$ cat config.mk
export PLATFORM = sky130hd
export DESIGN_NAME = isd_slave
export DESIGN_NICKNAME = d
export VERILOG_FILES = /design/src/verilog/isd_pkg.sv /design/src/verilog/isd_line_sync.sv /design/src/verilog/isd_fifo.sv /design/src/verilog/isd_slave.sv
export VERILOG_INCLUDE_DIRS = /design/src /design/src/verilog
export SDC_FILE = /design/constraint.sdc
export NUM_CORES = 1
export LEC_CHECK = 0
export BUFFER_PORTS_ARGS = -buffer_cell sky130_fd_sc_hd__buf_4
export CORE_AREA = 3 3 109 111
export CTS_CLUSTER_DIAMETER = 120
export DETAILED_ROUTE_END_ITERATION = 16
export DIE_AREA = 0 0 112 114
export PLACE_DENSITY = 0.72
export SLEW_MARGIN = 40
export SYNTH_ARGS = -nofsm -noshare
export SYNTH_HDL_FRONTEND = slang
export SYNTH_SLANG_ARGS = --single-unit
$ cat constraint.sdc
create_clock -name core_clk -period 2.8 [get_ports core_clk]
set_input_delay 0.7 -clock core_clk [delete_from_list [all_inputs] [get_ports core_clk]]
set_output_delay 0.7 -clock core_clk [all_outputs]
set_load 0.01 [all_outputs]
$ cat src/verilog/isd_params.svh
// constants for the two-wire slave with address recognition and dma
`ifndef ISD_PARAMS_SVH
`define ISD_PARAMS_SVH
`define ISD_GC_ADDR   8'h00
`define ISD_START_BYTE 8'h01
`define ISD_TEN_HDR   5'h1E
`define ISD_LAST_BIT  3'h7
`define ISD_BIT_ZERO  3'h0
`define ISD_BIT_ONE   3'h1
`define ISD_FIFO_DEPTH 8
`define ISD_BYTE_W    8
`endif

$ cat src/verilog/isd_pkg.sv
// types shared by the slave controller files
package isd_pkg;
	typedef logic [7:0] isd_byte_t;
	typedef logic [9:0] isd_addr_t;
	typedef enum {
		ST_IDLE,
		ST_RX,
		ST_BYTE_END,
		ST_EVAL,
		ST_ACK,
		ST_TX_LOAD,
		ST_TX,
		ST_TX_ACK,
		ST_HOLD
	} isd_state_e;
endpackage

$ cat src/verilog/isd_line_sync.sv
// synchroniser and edge, start and stop detection for the bus lines
`timescale 1ns/100ps
module isd_line_sync
(
	input  wire logic core_clk,
	input  wire logic nrst,
	input  wire logic sclIn,
	input  wire logic sdaIn,
	output logic      sclS,
	output logic      sdaS,
	output logic      sclRise,
	output logic      sclFall,
	output logic      startSeen,
	output logic      stopSeen
);
	logic [1:0] sclMeta_q;
	logic [1:0] sdaMeta_q;
	logic       sclPrev_q;
	logic       sdaPrev_q;

	// =====================================================
	// two flops per line; only the second stage is used
	always_ff @(posedge core_clk or negedge nrst)
	begin
		if (!nrst)
		begin
			sclMeta_q <= 2'h3;
			sdaMeta_q <= 2'h3;
			sclPrev_q <= 1'b1;
			sdaPrev_q <= 1'b1;
		end
		else
		begin
			sclMeta_q <= {sclMeta_q[0], sclIn};
			sdaMeta_q <= {sdaMeta_q[0], sdaIn};
			sclPrev_q <= sclMeta_q[1];
			sdaPrev_q <= sdaMeta_q[1];
		end
	end

	assign sclS      = sclMeta_q[1];
	assign sdaS      = sdaMeta_q[1];
	assign sclRise   = sclS && !sclPrev_q;
	assign sclFall   = !sclS && sclPrev_q;
	// data moving while the clock is high marks a frame edge
	assign startSeen = sclS && sclPrev_q && sdaPrev_q && !sdaS;
	assign stopSeen  = sclS && sclPrev_q && !sdaPrev_q && sdaS;
endmodule // isd_line_sync

$ cat src/verilog/isd_fifo.sv
// received byte buffer with valid and ready on both sides
`timescale 1ns/100ps
module isd_fifo
#(
	parameter int WIDTH = 8,
	parameter int DEPTH = 8
)
(
	input  wire logic             core_clk,
	input  wire logic             nrst,
	input  wire logic [WIDTH-1:0] inData,
	input  wire logic             inValid,
	output logic                  inReady,
	output logic      [WIDTH-1:0] outData,
	output logic                  outValid,
	input  wire logic             outReady
);
	localparam int AW = $clog2(DEPTH);
	logic [WIDTH-1:0] mem [DEPTH];
	logic [AW-1:0]    wrPtr_q;
	logic [AW-1:0]    rdPtr_q;
	logic [AW:0]      count_q;
	logic             doPush;
	logic             doPop;

	assign inReady  = count_q != (AW+1)'(DEPTH);
	assign outValid = count_q != '0;
	assign doPush   = inValid && inReady;
	assign doPop    = outValid && outReady;
	assign outData  = mem[rdPtr_q];

	// =====================================================
	always_ff @(posedge core_clk)
	begin
		if (doPush)
			mem[wrPtr_q] <= inData;
	end

	always_ff @(posedge core_clk or negedge nrst)
	begin
		if (!nrst)
		begin
			wrPtr_q <= '0;
			rdPtr_q <= '0;
			count_q <= '0;
		end
		else
		begin
			if (doPush)
				wrPtr_q <= (wrPtr_q == AW'(DEPTH-1)) ? '0 : wrPtr_q + 1'b1;
			if (doPop)
				rdPtr_q <= (rdPtr_q == AW'(DEPTH-1)) ? '0 : rdPtr_q + 1'b1;
			count_q <= count_q + (AW+1)'(doPush) - (AW+1)'(doPop);
		end
	end
endmodule // isd_fifo

$ cat src/verilog/isd_slave.sv
// two-wire slave: address recognition, receive, transmit, dma routing
// =====================================================
// Notes on behaviour
// - hardware matches programmed 7-bit or 10-bit own address
// - address ack driven from refuse-ack bit
// - general call or start byte sets flags
// - all-zero address: write general call, read start
// - start byte is never acknowledged under hardware recognition
// - soft recognition: every byte raises receive interrupt, or dma request when routed
// - soft recognition stretches clock until control write
// - soft recognition sets only the direction flag
// - own write address: ack, match, clear direction
// - status read clears address-match flag
// - each data byte acked per bit, sets full
// - data read pops one byte; receive-full clears when buffer empties
// - dma routing moves each received byte onward
// - stop or restart after an acked address sets flag and interrupt
// - master refusing sent byte raises interrupt
`timescale 1ns/100ps
`include "isd_params.svh"
module isd_slave
#(
	parameter int FIFO_DEPTH = `ISD_FIFO_DEPTH
)
(
	input  wire logic              core_clk,
	input  wire logic              nrst,
	input  wire logic              sclIn,
	output logic                   sclOut,
	output logic                   sclOe,
	input  wire logic              sdaIn,
	output logic                   sdaOut,
	output logic                   sdaOe,
	input  wire logic              controllerEnable,
	input  wire logic              tenBitMode,
	input  wire logic              softwareRecognitionSelect,
	input  wire logic              generalCallEnable,
	input  wire logic              dmaRoutingFlag,
	input  wire logic              refuseAck,
	input  wire isd_pkg::isd_addr_t ownAddressField,
	input  wire logic              controlWrite,
	input  wire logic              statusRead,
	output isd_pkg::isd_byte_t     rxData,
	output logic                   receiveFullFlag,
	input  wire logic              dataRead,
	output logic                   dmaRequest,
	input  wire isd_pkg::isd_byte_t txData,
	input  wire logic              txValid,
	output logic                   txReady,
	output logic                   addressMatchFlag,
	output logic                   generalCallFlag,
	output logic                   readDirFlag,
	output logic                   stopRestartFlag,
	output logic                   refusedAckFlag,
	output logic                   irq
);
	import isd_pkg::*;

	isd_state_e state_q;
	isd_state_e next_q;
	isd_byte_t  shift_q;
	logic [2:0] bitCnt_q;
	logic       addrPhase_q;
	logic       tenPend_q;
	logic       tenMatched_q;
	logic       addressed_q;
	logic       nak_q;
	logic       pushDone_q;
	logic       ctlSeen_q;
	logic       masterNack_q;
	logic       addressMatchFlag_q;
	logic       generalCallFlag_q;
	logic       readDirFlag_q;
	logic       stopRestartFlag_q;
	logic       refusedAckFlag_q;
	logic       sclS;
	logic       sdaS;
	logic       sclRise;
	logic       sclFall;
	logic       startSeen;
	logic       stopSeen;
	logic       fifoInValid;
	logic       fifoInReady;
	logic       rxValid;
	logic       hw;
	logic       rw;
	logic       isGc;
	logic       isSb;
	logic       is7;
	logic       isTenHdr;
	logic       isTen2;
	logic       hwWrite;
	logic       hwRead;
	logic       hwTenStep;
	logic       pushNeed;
	logic       evalGo;
	logic       samSet;
	logic       gcaSet;
	logic       evalNak;
	isd_state_e evalNext;

	// =====================================================
	// line conditioning
	isd_line_sync u_sync
	(
		.core_clk  (core_clk),
		.nrst      (nrst),
		.sclIn     (sclIn),
		.sdaIn     (sdaIn),
		.sclS      (sclS),
		.sdaS      (sdaS),
		.sclRise   (sclRise),
		.sclFall   (sclFall),
		.startSeen (startSeen),
		.stopSeen  (stopSeen)
	);

	// =====================================================
	// receive buffer; full buffer stretches the clock
	isd_fifo #(.WIDTH(`ISD_BYTE_W), .DEPTH(FIFO_DEPTH)) u_fifo
	(
		.core_clk (core_clk),
		.nrst     (nrst),
		.inData   (shift_q),
		.inValid  (fifoInValid),
		.inReady  (fifoInReady),
		.outData  (rxData),
		.outValid (rxValid),
		.outReady (dataRead)
	);

	// =====================================================
	// address decode of the byte just shifted in
	assign hw = !softwareRecognitionSelect;
	assign rw = shift_q[0];
	assign isGc = generalCallEnable && addrPhase_q && !tenPend_q
		&& shift_q == `ISD_GC_ADDR;
	assign isSb = generalCallEnable && addrPhase_q && !tenPend_q
		&& shift_q == `ISD_START_BYTE;
	assign is7 = !tenBitMode && addrPhase_q && !tenPend_q
		&& shift_q[7:1] == ownAddressField[6:0];
	// ten-bit header then low byte compare
	assign isTenHdr = tenBitMode && addrPhase_q && !tenPend_q
		&& shift_q[7:3] == `ISD_TEN_HDR
		&& shift_q[2:1] == ownAddressField[9:8];
	assign isTen2 = tenPend_q && shift_q == ownAddressField[7:0];
	assign hwWrite = (is7 && !rw) || isTen2 || isGc;
	assign hwRead = (is7 && rw) || (isTenHdr && rw && tenMatched_q);
	assign hwTenStep = isTenHdr && !rw;

	// in soft mode every byte goes to the buffer
	assign pushNeed = softwareRecognitionSelect || !addrPhase_q;
	assign fifoInValid = state_q == ST_EVAL && pushNeed && !pushDone_q;
	// soft mode waits for the control write
	assign evalGo = state_q == ST_EVAL
		&& (!pushNeed || pushDone_q || fifoInReady)
		&& (hw || ctlSeen_q || controlWrite);

	always_comb
	begin
		samSet   = 1'b0;
		gcaSet   = 1'b0;
		evalNak  = 1'b1;
		evalNext = ST_HOLD;
		if (!hw)
		begin
			evalNak = refuseAck;
			if (!refuseAck)
				evalNext = (addrPhase_q && rw) ? ST_TX_LOAD : ST_RX;
		end
		else if (!addrPhase_q)
		begin
			evalNak = refuseAck;
			evalNext = refuseAck ? ST_HOLD : ST_RX;
		end
		else if (isSb)
		begin
			samSet = 1'b1;
			gcaSet = 1'b1;
		end
		else if (hwTenStep)
		begin
			evalNak = refuseAck;
			evalNext = refuseAck ? ST_HOLD : ST_RX;
		end
		else if (hwWrite || hwRead)
		begin
			samSet = 1'b1;
			gcaSet = isGc;
			evalNak = refuseAck;
			if (!refuseAck)
				evalNext = hwRead ? ST_TX_LOAD : ST_RX;
		end
	end

	// =====================================================
	// bus sequencing
	always_ff @(posedge core_clk or negedge nrst)
	begin
		if (!nrst)
		begin
			state_q      <= ST_IDLE;
			next_q       <= ST_IDLE;
			shift_q      <= '0;
			bitCnt_q     <= `ISD_BIT_ZERO;
			addrPhase_q  <= 1'b0;
			tenPend_q    <= 1'b0;
			tenMatched_q <= 1'b0;
			addressed_q  <= 1'b0;
			nak_q        <= 1'b1;
			masterNack_q <= 1'b0;
		end
		else if (!controllerEnable || stopSeen)
		begin
			state_q      <= ST_IDLE;
			addressed_q  <= 1'b0;
			tenMatched_q <= 1'b0;
		end
		else if (startSeen)
		begin
			state_q     <= ST_RX;
			bitCnt_q    <= `ISD_BIT_ZERO;
			addrPhase_q <= 1'b1;
			tenPend_q   <= 1'b0;
			addressed_q <= 1'b0;
		end
		else
		begin
			case (state_q)
				ST_RX:
					if (sclRise)
					begin
						shift_q  <= {shift_q[6:0], sdaS};
						bitCnt_q <= bitCnt_q + `ISD_BIT_ONE;
						if (bitCnt_q == `ISD_LAST_BIT)
							state_q <= ST_BYTE_END;
					end
				ST_BYTE_END:
					if (sclFall)
						state_q <= ST_EVAL;
				ST_EVAL:
					if (evalGo)
					begin
						nak_q   <= evalNak;
						next_q  <= evalNext;
						state_q <= ST_ACK;
						if (hw && addrPhase_q)
						begin
							tenPend_q <= hwTenStep && !refuseAck;
							if (isTen2)
								tenMatched_q <= 1'b1;
							if (!hwTenStep)
								addrPhase_q <= 1'b0;
						end
						else
							addrPhase_q <= 1'b0;
						if (evalNext != ST_HOLD)
							addressed_q <= 1'b1;
					end
				ST_ACK:
					if (sclFall)
					begin
						state_q  <= next_q;
						bitCnt_q <= `ISD_BIT_ZERO;
					end
				ST_TX_LOAD:
					if (txValid)
					begin
						shift_q  <= txData;
						bitCnt_q <= `ISD_BIT_ZERO;
						state_q  <= ST_TX;
					end
				ST_TX:
					if (sclFall)
					begin
						shift_q  <= {shift_q[6:0], 1'b1};
						bitCnt_q <= bitCnt_q + `ISD_BIT_ONE;
						if (bitCnt_q == `ISD_LAST_BIT)
							state_q <= ST_TX_ACK;
					end
				ST_TX_ACK:
				begin
					if (sclRise)
						masterNack_q <= sdaS;
					if (sclFall)
						state_q <= masterNack_q ? ST_HOLD : ST_TX_LOAD;
				end
				default:
					state_q <= state_q;
			endcase
		end
	end

	// one push per received byte, one control write per soft decision
	always_ff @(posedge core_clk or negedge nrst)
	begin
		if (!nrst)
		begin
			pushDone_q <= 1'b0;
			ctlSeen_q  <= 1'b0;
		end
		else if (state_q != ST_EVAL || evalGo)
		begin
			pushDone_q <= 1'b0;
			ctlSeen_q  <= 1'b0;
		end
		else
		begin
			if (fifoInValid && fifoInReady)
				pushDone_q <= 1'b1;
			if (controlWrite)
				ctlSeen_q <= 1'b1;
		end
	end

	// =====================================================
	// status flags; a set in the clearing cycle wins
	always_ff @(posedge core_clk or negedge nrst)
	begin
		if (!nrst)
		begin
			addressMatchFlag_q <= 1'b0;
			generalCallFlag_q  <= 1'b0;
			readDirFlag_q      <= 1'b0;
			stopRestartFlag_q  <= 1'b0;
			refusedAckFlag_q   <= 1'b0;
		end
		else
		begin
			// status read clears the match flag
			if (evalGo && samSet)
				addressMatchFlag_q <= 1'b1;
			else if (statusRead)
				addressMatchFlag_q <= 1'b0;
			// general call and start byte mark the flag
			if (evalGo && gcaSet)
				generalCallFlag_q <= 1'b1;
			else if (statusRead)
				generalCallFlag_q <= 1'b0;
			// direction still follows the first address byte
			if (evalGo && addrPhase_q && !tenPend_q)
				readDirFlag_q <= rw;
			if ((startSeen || stopSeen) && addressed_q)
				stopRestartFlag_q <= 1'b1;
			else if (statusRead)
				stopRestartFlag_q <= 1'b0;
			if (state_q == ST_TX_ACK && sclRise && sdaS)
				refusedAckFlag_q <= 1'b1;
			else if (statusRead)
				refusedAckFlag_q <= 1'b0;
		end
	end

	// =====================================================
	// pins and outputs; the lines are only ever pulled low
	assign sclOut = 1'b0;
	assign sdaOut = 1'b0;
	// clock held low while the block decides
	assign sclOe = state_q == ST_EVAL
		|| (state_q == ST_TX_LOAD && !txValid);
	assign sdaOe = (state_q == ST_ACK && !nak_q)
		|| (state_q == ST_TX && !shift_q[7]);
	assign txReady = state_q == ST_TX_LOAD;
	// the buffer pop is the data read
	assign receiveFullFlag = rxValid;
	// routed bytes leave through the dma request
	assign dmaRequest = rxValid && dmaRoutingFlag;
	// routing suppresses only the data interrupt
	assign irq = addressMatchFlag_q || stopRestartFlag_q
		|| refusedAckFlag_q || (rxValid && !dmaRoutingFlag);
	assign addressMatchFlag = addressMatchFlag_q;
	assign generalCallFlag  = generalCallFlag_q;
	assign readDirFlag      = readDirFlag_q;
	assign stopRestartFlag  = stopRestartFlag_q;
	assign refusedAckFlag   = refusedAckFlag_q;

	// =====================================================
	// checks
	a_ten_match: assert property (@(posedge core_clk) disable iff (!nrst)
		evalGo && hw && isTen2 |=> addressMatchFlag_q && !readDirFlag_q)
		else $error("ten-bit match did not set the flag");
	a_addr_ack_bit: assert property (@(posedge core_clk) disable iff (!nrst)
		evalGo && hw && hwWrite ##1 state_q == ST_ACK |->
		nak_q == $past(refuseAck))
		else $error("address ack not taken from refuse-ack");
	a_gc_flags: assert property (@(posedge core_clk) disable iff (!nrst)
		evalGo && hw && isGc |=> generalCallFlag_q && !readDirFlag_q)
		else $error("general call flags wrong");
	a_sb_refused: assert property (@(posedge core_clk) disable iff (!nrst)
		evalGo && hw && isSb |=> nak_q && !sdaOe && next_q == ST_HOLD)
		else $error("start byte acknowledged");
	a_soft_stretch: assert property (@(posedge core_clk) disable iff (!nrst)
		state_q == ST_EVAL && !hw && !ctlSeen_q && !controlWrite |->
		sclOe ##1 (state_q == ST_EVAL || stopSeen || startSeen
		|| !$past(controllerEnable)))
		else $error("soft mode released the clock early");
	a_soft_no_sam: assert property (@(posedge core_clk) disable iff (!nrst)
		evalGo && !hw && !statusRead && addrPhase_q |=>
		addressMatchFlag_q == $past(addressMatchFlag_q)
		&& readDirFlag_q == $past(rw))
		else $error("soft mode touched the match flag");
	a_sam_cleared: assert property (@(posedge core_clk) disable iff (!nrst)
		statusRead && !(evalGo && samSet) |=> !addressMatchFlag_q)
		else $error("status read left the match flag");
	a_byte_full: assert property (@(posedge core_clk) disable iff (!nrst)
		fifoInValid && fifoInReady |=> receiveFullFlag)
		else $error("received byte did not set full");
	a_stop_flag: assert property (@(posedge core_clk) disable iff (!nrst)
		(startSeen || stopSeen) && addressed_q |=> stopRestartFlag_q && irq)
		else $error("stop or restart not flagged");
	a_tx_refused: assert property (@(posedge core_clk) disable iff (!nrst)
		state_q == ST_TX_ACK && sclRise && sdaS |=> refusedAckFlag_q ##0 irq)
		else $error("master refusal not flagged");
	a_dma_route: assert property (@(posedge core_clk) disable iff (!nrst)
		rxValid && dmaRoutingFlag && !addressMatchFlag_q
		&& !stopRestartFlag_q && !refusedAckFlag_q |-> dmaRequest && !irq)
		else $error("routed byte raised an interrupt");
endmodule // isd_slave

* After elaboration in Yosys (flattened, before gate mapping) *
Memories as Yosys holds them, arrays and structs flattened.
Cells that the tools add are included.

storage, ports and cells
  register bits = 104
  bits in writable memories = 64
  memories kept = 1
  logic and storage cells = 263
  input bits = 32
  output and inout port bits = 21

operators by class
  reduce and logical (&&, ||, !) cells = 109
  eq/ne operators = 41
  bitwise gates (word level) = 2
  mux-type cells = 81
  $add $sub $neg = 5

memories
  name        depth  bits a word  rd ports  clocked after memory_dff  wr ports  RTL line        RTL
  u_fifo.mem  8      8            1         0                         1         isd_fifo.sv:19  logic [WIDTH-1:0] mem [DEPTH];

operators by type and width
  cell                   number
  $mux W32               11
  $pmux W32 S7           1
  $eq A32 B3 Y1 const B  5
  $eq A32 B4 Y1 const B  4
  $eq A32 B2 Y1 const B  2
  $mux W1                46
  $logic_and A1 B1 Y1    45
  $ne A4 B4 Y1 const B   10
  $mux W4                9
  $eq A32 B1 Y1 const B  1
  $ne A32 B3 Y1 const B  1
  $ne A32 B5 Y1 const B  1
  $mux W3                9
  $reduce_bool A2 Y1     13
  $mux W8                3
  $pmux W8 S3            1
  $logic_not A1 Y1       17
  $logic_or A1 B1 Y1     17
  $reduce_and A4 Y1      4
  $ne A3 B3 Y1 const B   5
  $pmux W3 S4            1
  $reduce_and A6 Y1      2
  $reduce_bool A3 Y1     4
  $reduce_and A10 Y1     1
  other kinds (18)       25

* Depth between registers and ports, before layout *
Gate-level depths: netlist of the first run.

  depth after elaboration = 20
  depth in mapped cells = 11
  depth with buffers taken out = 11

* Modules after synthesis *
A second synthesis of the first run with hierarchy kept.

unflattened totals
  cell total of the unflattened synthesis = 396
  area total of the unflattened synthesis = 5346.4 µm²

modules (own cells, without submodules)
  module         sequential area each (µm²)  instances  cells each  area each (µm²)
  isd_fifo       2172.1                      1          149         3091.7
  isd_slave      777.0                       1          237         2064.5
  isd_line_sync  157.7                       1          10          190.2

* Worst setup path after synthesis of the first run *
Ideal clock, no wire load.

  kind = flip-flop to flip-flop
  start = reg state_q[3]
  end = mem u_fifo.mem[0][0] (enable)
  setup slack = 0.300 ns
  arrival time = 2.117 ns
  period minus slack after synthesis = 2.500 ns
  cell stages (with the launch flop) = 7
  data required time = 2.417 ns
  cell sequence = dfrtp_1 > buf_6 > or3_4 > buf_6 > nor4b_4 > nand2b_1 > nor3_1

between the ends
  word-level cells in the longest chain between the ends = 6

RTL lines
  what                              RTL line          RTL
  start: declaration                isd_slave.sv:59   isd_state_e state_q;
  start signal: assignment          isd_slave.sv:263  state_q <= next_q;
  start signal: assignment          isd_slave.sv:286  state_q <= masterNack_q ? ST_HOLD : ST_TX_LOAD;
  start signal: assignment          isd_slave.sv:289  state_q <= state_q;
  $eq A32 B3 Y1                     isd_slave.sv:153  assign fifoInValid = state_q == ST_EVAL && pushNeed && !pushDone_q;
  $logic_and A1 B1 Y1 (2 in a row)  isd_slave.sv:153
  $logic_and A1 B1 Y1               isd_fifo.sv:28    assign doPush = inValid && inReady;
  net u_fifo.doPush                 isd_fifo.sv:23    logic doPush;
  $mux W1                           isd_fifo.sv:35    if (doPush)
  $mux W1 (implied by the code)     isd_fifo.sv:36    mem[wrPtr_q] <= inData;
  end: declaration                  isd_fifo.sv:19

The timed path passes the listed nets, and every way through them passes these cells.

* Worst setup path after layout of the first run *
  start = reg u_fifo.rdPtr_q[0]
  end = out rxData[2]

between the ends
  word-level cells in the longest chain between the ends = 1

RTL lines
  what                      RTL line         RTL
  start: declaration        isd_fifo.sv:21   logic [AW-1:0] rdPtr_q;
  start signal: assignment  isd_fifo.sv:52   rdPtr_q <= (rdPtr_q == AW'(DEPTH-1)) ? '0 : rdPtr_q + 1'b1;
  $mem_v2 Z8 W8             -
  end: declaration          isd_slave.sv:43  output isd_pkg::isd_byte_t rxData,

Every way passes these cells.

==> results of run 1 <==
Yosys cell counts, drive strengths merged, types with 7 or more instances:
library cell,number,area (µm²)
buf,14,87.58
o21ai,11,55.05
nand2b,11,71.32
mux2,31,349.1
inv,19,71.32
clkbuf,7,26.28
ha,12,150.1
nor2,21,78.83
dfrtp,40,1001
mux4,16,360.4
dfstp,7,183.9
nor3,12,65.06
a21oi,8,40.04
xnor2,17,148.9
nand2,20,75.07
edfxtp,64,1922
final cells by class:
type	instances	area [µm²]
Clock buffer	9	123.9
Tap cell	140	175.2
Fill cell	883	4649
Clock inverter	7	72.57
Inverter	19	71.32
Timing Repair Buffer	73	560.5
Multi-Input combinational cell	244	2128
Sequential cell	111	3107
cell usage in the layout (no fill, tap or decap), drive strengths merged, types with 9 or more instances in the layout:
| master | n |
|---|---|
| xnor2 | 17 |
| mux4 | 16 |
| dfrtp | 40 |
| ha | 12 |
| nand2b | 11 |
| edfxtp | 64 |
| o21ai | 11 |
| nand2 | 20 |
| nor2 | 21 |
| clkbuf | 9 |
| mux2 | 31 |
| nor3 | 12 |
| inv | 23 |
| buf | 73 |
power by group through the flow:
stage                     registers, mW  logic, mW  clock network, mW
after floorplan                    1.98      0.882                  0
after global placement             2.02       1.25                  0
after detailed placement           2.02       1.29                  0
after CTS                          1.99       1.30              0.957
after global routing               2.00       1.41               1.03
final                              1.99       1.27              0.941
state kept, by name, indices dropped and copies added (netlist names), 2 cells and up:
name and count:
u_sync.sclMeta_q 2, u_sync.sdaMeta_q 2, shift_q 8, u_fifo.rdPtr_q 3, bitCnt_q 3, next_q 3
state_q 4, u_fifo.wrPtr_q 3, u_fifo.mem 64, u_fifo.count_q 4
metrics by stage:
stage	power, mW	cell area (µm²)	cells
4_1_cts	4.242	6238	603
5_1_grt	4.452	6238	603
6_report	4.192	6238	603
2_1_floorplan	2.865	5420	395
3_5_place_dp	3.313	6042	587
3_3_place_gp	3.269	6042	587
routing by layer:
layer / vias to the layer above / wire [µm] / global-route usage, %
met5: - / 0 / 0
met1: 1700 / 4589 / 24.17
met3: 7 / 601 / 3.236
met2: 92 / 5831 / 32.29
met4: 0 / 79 / 4.087
li1: 1603 / - / -
worst max-delay path, cell delays in order (launching register included):
cell and delay, ns:
dfrtp_1 0.42, buf_12 0.20, mux4_2 0.55, mux2_2 0.29, buf_4 0.14
logic make-up after synthesis:
kind of cell    count (synthesis)
fa+ha+maj                      13
mux                            50
xor+xnor                       20
compound gates                 50
other cells                     1
simple gates                  109
flops                         111
buf+inv                        40
worst paths after layout:
kind	end	depth (start not counted)
hold reg to reg	u_sync.sclMeta_q[1]$_DFF_PN1_	0
max in group asynchronous	next_q[2]$_DFFE_PN0P_	1
hold / removal	bitCnt_q[0]$_DFFE_PN0P_	1
min in group core_clk	u_sync.sclMeta_q[1]$_DFF_PN1_	0
setup reg to reg	u_fifo.mem[0][6]$_DFFE_PP_	6
setup / recovery	rxData[2]	4
==> results.json, run 1 <==
{
  "floorplan.initialDensity_pct": 49.75,
  "antenna_found_initial": 0,
  "final_util_pct": 57.30,
  "clkLatencyLatePin_ns": 0.38,
  "grt_max_degree": 48,
  "status": "finished, final reports clean",
  "yosys_warnings": 0,
  "synth_compound_area_share_pct": 7.138,
  "cp-startpoint": "u_fifo.rdPtr_q[0]$_DFFE_PN0P_",
  "cellPowerDensity_nw_per_um2": 672.0,
  "switching_share_pct": 31.14,
  "min_period_ns": 2.675,
  "dieArea_um2": 12770,
  "p_switching_mw": 1.305,
  "synth_enable_flop_cells": 64,
  "worstMarginPinSlew_ns": 0.6371,
  "synth_sequential_area_ratio_pct": 57.36,
  "hold_violations": 0,
  "clock_power_share_pct": 22.4,
  "synth_xor_xnor_area_share_pct": 3.234,
  "post-dp-hpwl_um": 8045,
  "cts_htree_levels": 3,
  "cts_sinks": 111,
  "ant_nets": 0,
  "setup_viol": 0,
  "crit_type": "register to output port",
  "synthFlopType": "edfxtp_1",
  "portBuffers": 50,
  "synth_seq_cells": 111,
  "period_share_pct": 95.53,
  "cp.required_ns": 2.10,
  "core_um2": 10890,
  "syn_to_final_growth_pct": 15.18,
  "post-place-ws_ns": 0.4279,
  "clk_path_buf_depth": 2,
  "worst_slack_ns": 0.1252,
  "dr.pass1.iters": 4,
  "combPwrFrac_pct": 30.2,
  "r2r_start": "state_q[3]$_DFFE_PN0P_",
  "wl_per_cell_um": 18.41,
  "report.final.slew_viol_count": 0,
  "synth_simple_gate_area_share_pct": 11.99,
  "whs_ns": 0.3122,
  "avgViaCountPerCell": 5.642,
  "internal_power_mw": 2.887,
  "fin_worst_skew_ns": 0.01638,
  "cp-start-kind": "register",
  "nets": 503,
  "clk_pin_slew_ns": 0.12,
  "io_pins": 53,
  "synthDistinctLibCells": 66,
  "r2r_slack_ns": 0.49,
  "fmax_mhz": 373.9,
  "pwr-share-seq_pct": 47.4,
  "syn_area_per_cell_um2": 13.75,
  "async_flop_share_pct": 42.34,
  "p_leak_nw": 2.338,
  "maxCapViolCount": 0,
  "cts_setup_buffers": 0,
  "die_w_um": 112,
  "tns_ns": 0,
  "syn_area_um2": 5416,
  "die_y_um": 114,
  "cts_resized": 0,
  "track_usage_pct": 18.39,
  "cts_tree": "built",
  "end_kind": "output port",
  "slew_headroom_pct": 57.24,
  "synthCells": 394,
  "wirelength_um": 11100,
  "grt_pass1_wl_um": 18350,
  "place.gp.congestion": 0.8714,
  "grt_pass1_vias": 3508,
  "critical_path.max_fanout": 17,
  "vdd_drop_max_mv": 0.3942,
  "cts_inserted_buffers": 9,
  "overflow": 0,
  "drive_gt1_share_pct": 34.13,
  "rows": 38,
  "route.vias.total": 3402,
  "clock-root-buffer": "clkbuf_8",
  "synthMuxAreaShare_pct": 13.65,
  "drc_errors": 0,
  "synth_top_family_by_area": "multiplexers",
  "drt_iter0_drc": 160,
  "rsz0062_at_grt": "false",
  "synth-adder-area-share_pct": 3.142,
  "cp_data_arrival_time_ns": 1.97,
  "hold_buffers": 0,
  "hp-class": "input port to async pin",
  "num_antenna_cells": 0
}
(Power assumes the default switching activity.)
==> run 2: changes to the inputs <==
SETUP_SLACK_MARGIN = 0.3   (was unset)
==> results.json, run 2 (same netlist as run 1, synthesis figures left out) <==
{
  "status": "finished, final reports clean",
  "r2r_cells": 11,
  "core_um2": 10890,
  "clock_power_share_pct": 20.7,
  "clk_pin_slew_ns": 0.11,
  "final_common_cell": "buf_4",
  "crit_type": "register to output port",
  "cts_inserted_buffers": 9,
  "num_antenna_cells": 0,
  "period_share_pct": 95.85,
  "drt_iter0_drc": 184,
  "antenna_found_initial": 0,
  "syn_to_final_growth_pct": 17.51,
  "fin_worst_skew_ns": 0.01153,
  "fmax_mhz": 372.6,
  "dr.pass1.iters": 4,
  "cp.required_ns": 2.10,
  "cp-startpoint": "u_fifo.rdPtr_q[0]$_DFFE_PN0P_",
  "slew_headroom_pct": 53.27,
  "switching_share_pct": 30.34,
  "io_pins": 53,
  "internal_power_mw": 3.014,
  "overflow": 0,
  "wl_per_cell_um": 18.92,
  "hold_buffers": 0,
  "setup_viol": 0,
  "clock-root-buffer": "clkbuf_8",
  "dieArea_um2": 12770,
  "wirelength_um": 11500,
  "grt_pass1_vias": 3570,
  "largest_register_ffs": 64,
  "cts_tree": "built",
  "p_leak_nw": 2.409,
  "clk_path_buf_depth": 2,
  "grt_max_degree": 48,
  "r2r_slack_ns": 0.57,
  "r2r_end": "u_fifo.count_q[2]$_DFF_PN0_",
  "rsz0062_at_grt": "true",
  "track_usage_pct": 18.80,
  "portBuffers": 50,
  "clkLatencyLatePin_ns": 0.37,
  "whs_ns": 0.3172,
  "combPwrFrac_pct": 31.9,
  "cts_sinks": 111,
  "route.vias.total": 3437,
  "ant_nets": 0,
  "avgViaCountPerCell": 5.653,
  "worstMarginPinSlew_ns": 0.6963,
  "mostFrequentLayoutCells": "buf_4, edfxtp_1, dfrtp_1",
  "nets": 508,
  "fillers": 856,
  "grt_pass1_wl_um": 18500,
  "die_y_um": 114,
  "hold_violations": 0,
  "cp_data_arrival_time_ns": 1.98,
  "place.gp.congestion": 0.8381,
  "tns_ns": 0,
  "cts_htree_levels": 3,
  "report.final.slew_viol_count": 0,
  "drive_gt1_share_pct": 36.11,
  "rows": 38,
  "regMostFlops": "u_fifo.mem",
  "end_kind": "output port",
  "floorplan.initialDensity_pct": 49.75,
  "vdd_drop_max_mv": 0.4584,
  "pwr-share-seq_pct": 47.4,
  "critical_path.max_fanout": 4,
  "cp-start-kind": "register",
  "die_w_um": 112,
  "r2r_start": "u_fifo.count_q[2]$_DFF_PN0_",
  "min_period_ns": 2.684,
  "hp-class": "input port to async pin",
  "cellPowerDensity_nw_per_um2": 679.7,
  "post-dp-hpwl_um": 7850,
  "maxCapViolCount": 0,
  "p_switching_mw": 1.313,
  "largestRegisters": "u_fifo.mem (64), shift_q (8)",
  "drc_errors": 0
}
-- run 2: cell types whose count changed in the layout (fill, tap and decap cells not counted), moves of 2 or more --
cell / change
dfrtp_2: +3
inv_6: -3
clkinv_8: -2
clkinv_4: +3
dfrtp_1: -3
mux2_4: +6
buf_6: +6
mux2_2: -6
inv_8: +2
buf_4: -3
-- run 2: layer usage --
| layer | track usage, % | vias up | part of all wire (%) | routed length [µm] |
|---|---|---|---|---|
| met1 | 23.81 | 1719 | 42 | 4802 |
| met2 | 33.65 | 108 | 53 | 6096 |
| li1 | - | 1606 | - | - |
| met4 | 3.526 | 0 | 0.41 | 47 |
| met5 | 0 | - | 0 | 0 |
| met3 | 4.244 | 4 | 4.9 | 558 |
-- run 2: per-stage QoR --
step           power [mW]  cells  util [%]  cell area (µm²)  setup slack [ns]
2_1_floorplan       2.865    395         -             5425            0.3032
3_3_place_gp        3.239    587     55.54             6047            0.4662
3_5_place_dp        3.286    587     55.54             6047            0.4319
4_1_cts             4.368    608     58.37             6355           0.09005
5_1_grt             4.593    608     58.46             6365           0.02992
6_report            4.326    608     58.46             6365            0.1163
-- run 2: worst max-delay path by stage --
stage                                      end  slack (ns)  cells after the start
floorplan           u_fifo.mem[4][0]$_DFFE_PP_        0.30                      6
global placement         tenPend_q$_DFFE_PN0P_        0.47                      6
detailed placement       tenPend_q$_DFFE_PN0P_        0.43                      6
CTS                                  rxData[1]        0.09                      4
global route                         rxData[4]        0.03                      4
finish                               rxData[4]        0.12                      4
-- run 2: what timing repair did --
item,4_1_cts,5_1_grt
gates resized for setup,15,7
buffers inserted,3,0
endpoints found under the setup margin,11,11
gates cloned,2,0
-- run 2: power groups by stage --
stage	combinational, mW	sequential [mW]	clock [mW]
6_report	1.38	2.05	0.896
5_1_grt	1.52	2.07	0.994
4_1_cts	1.39	2.05	0.926
3_5_place_dp	1.22	2.06	0
3_3_place_gp	1.19	2.05	0
2_1_floorplan	0.882	1.98	0
-- run 2: worst max-delay path, stage by stage, from the launching register on --
cell,delay (ns)
dfrtp_2,0.50
clkbuf_16,0.19
mux4_2,0.50
mux2_2,0.27
buf_4,0.14
-- run 2: final cells by class --
class / count / area [µm²] / share of cell area, %
tap: 140 / 175.2 / 2.752
timing repair buffer: 78 / 658.1 / 10.34
sequential: 111 / 3110 / 48.87
clock buffer: 9 / 123.9 / 1.946
inverter: 19 / 71.32 / 1.121
clock inverter: 7 / 61.31 / 0.9632
multi-input combinational: 244 / 2165 / 34.01
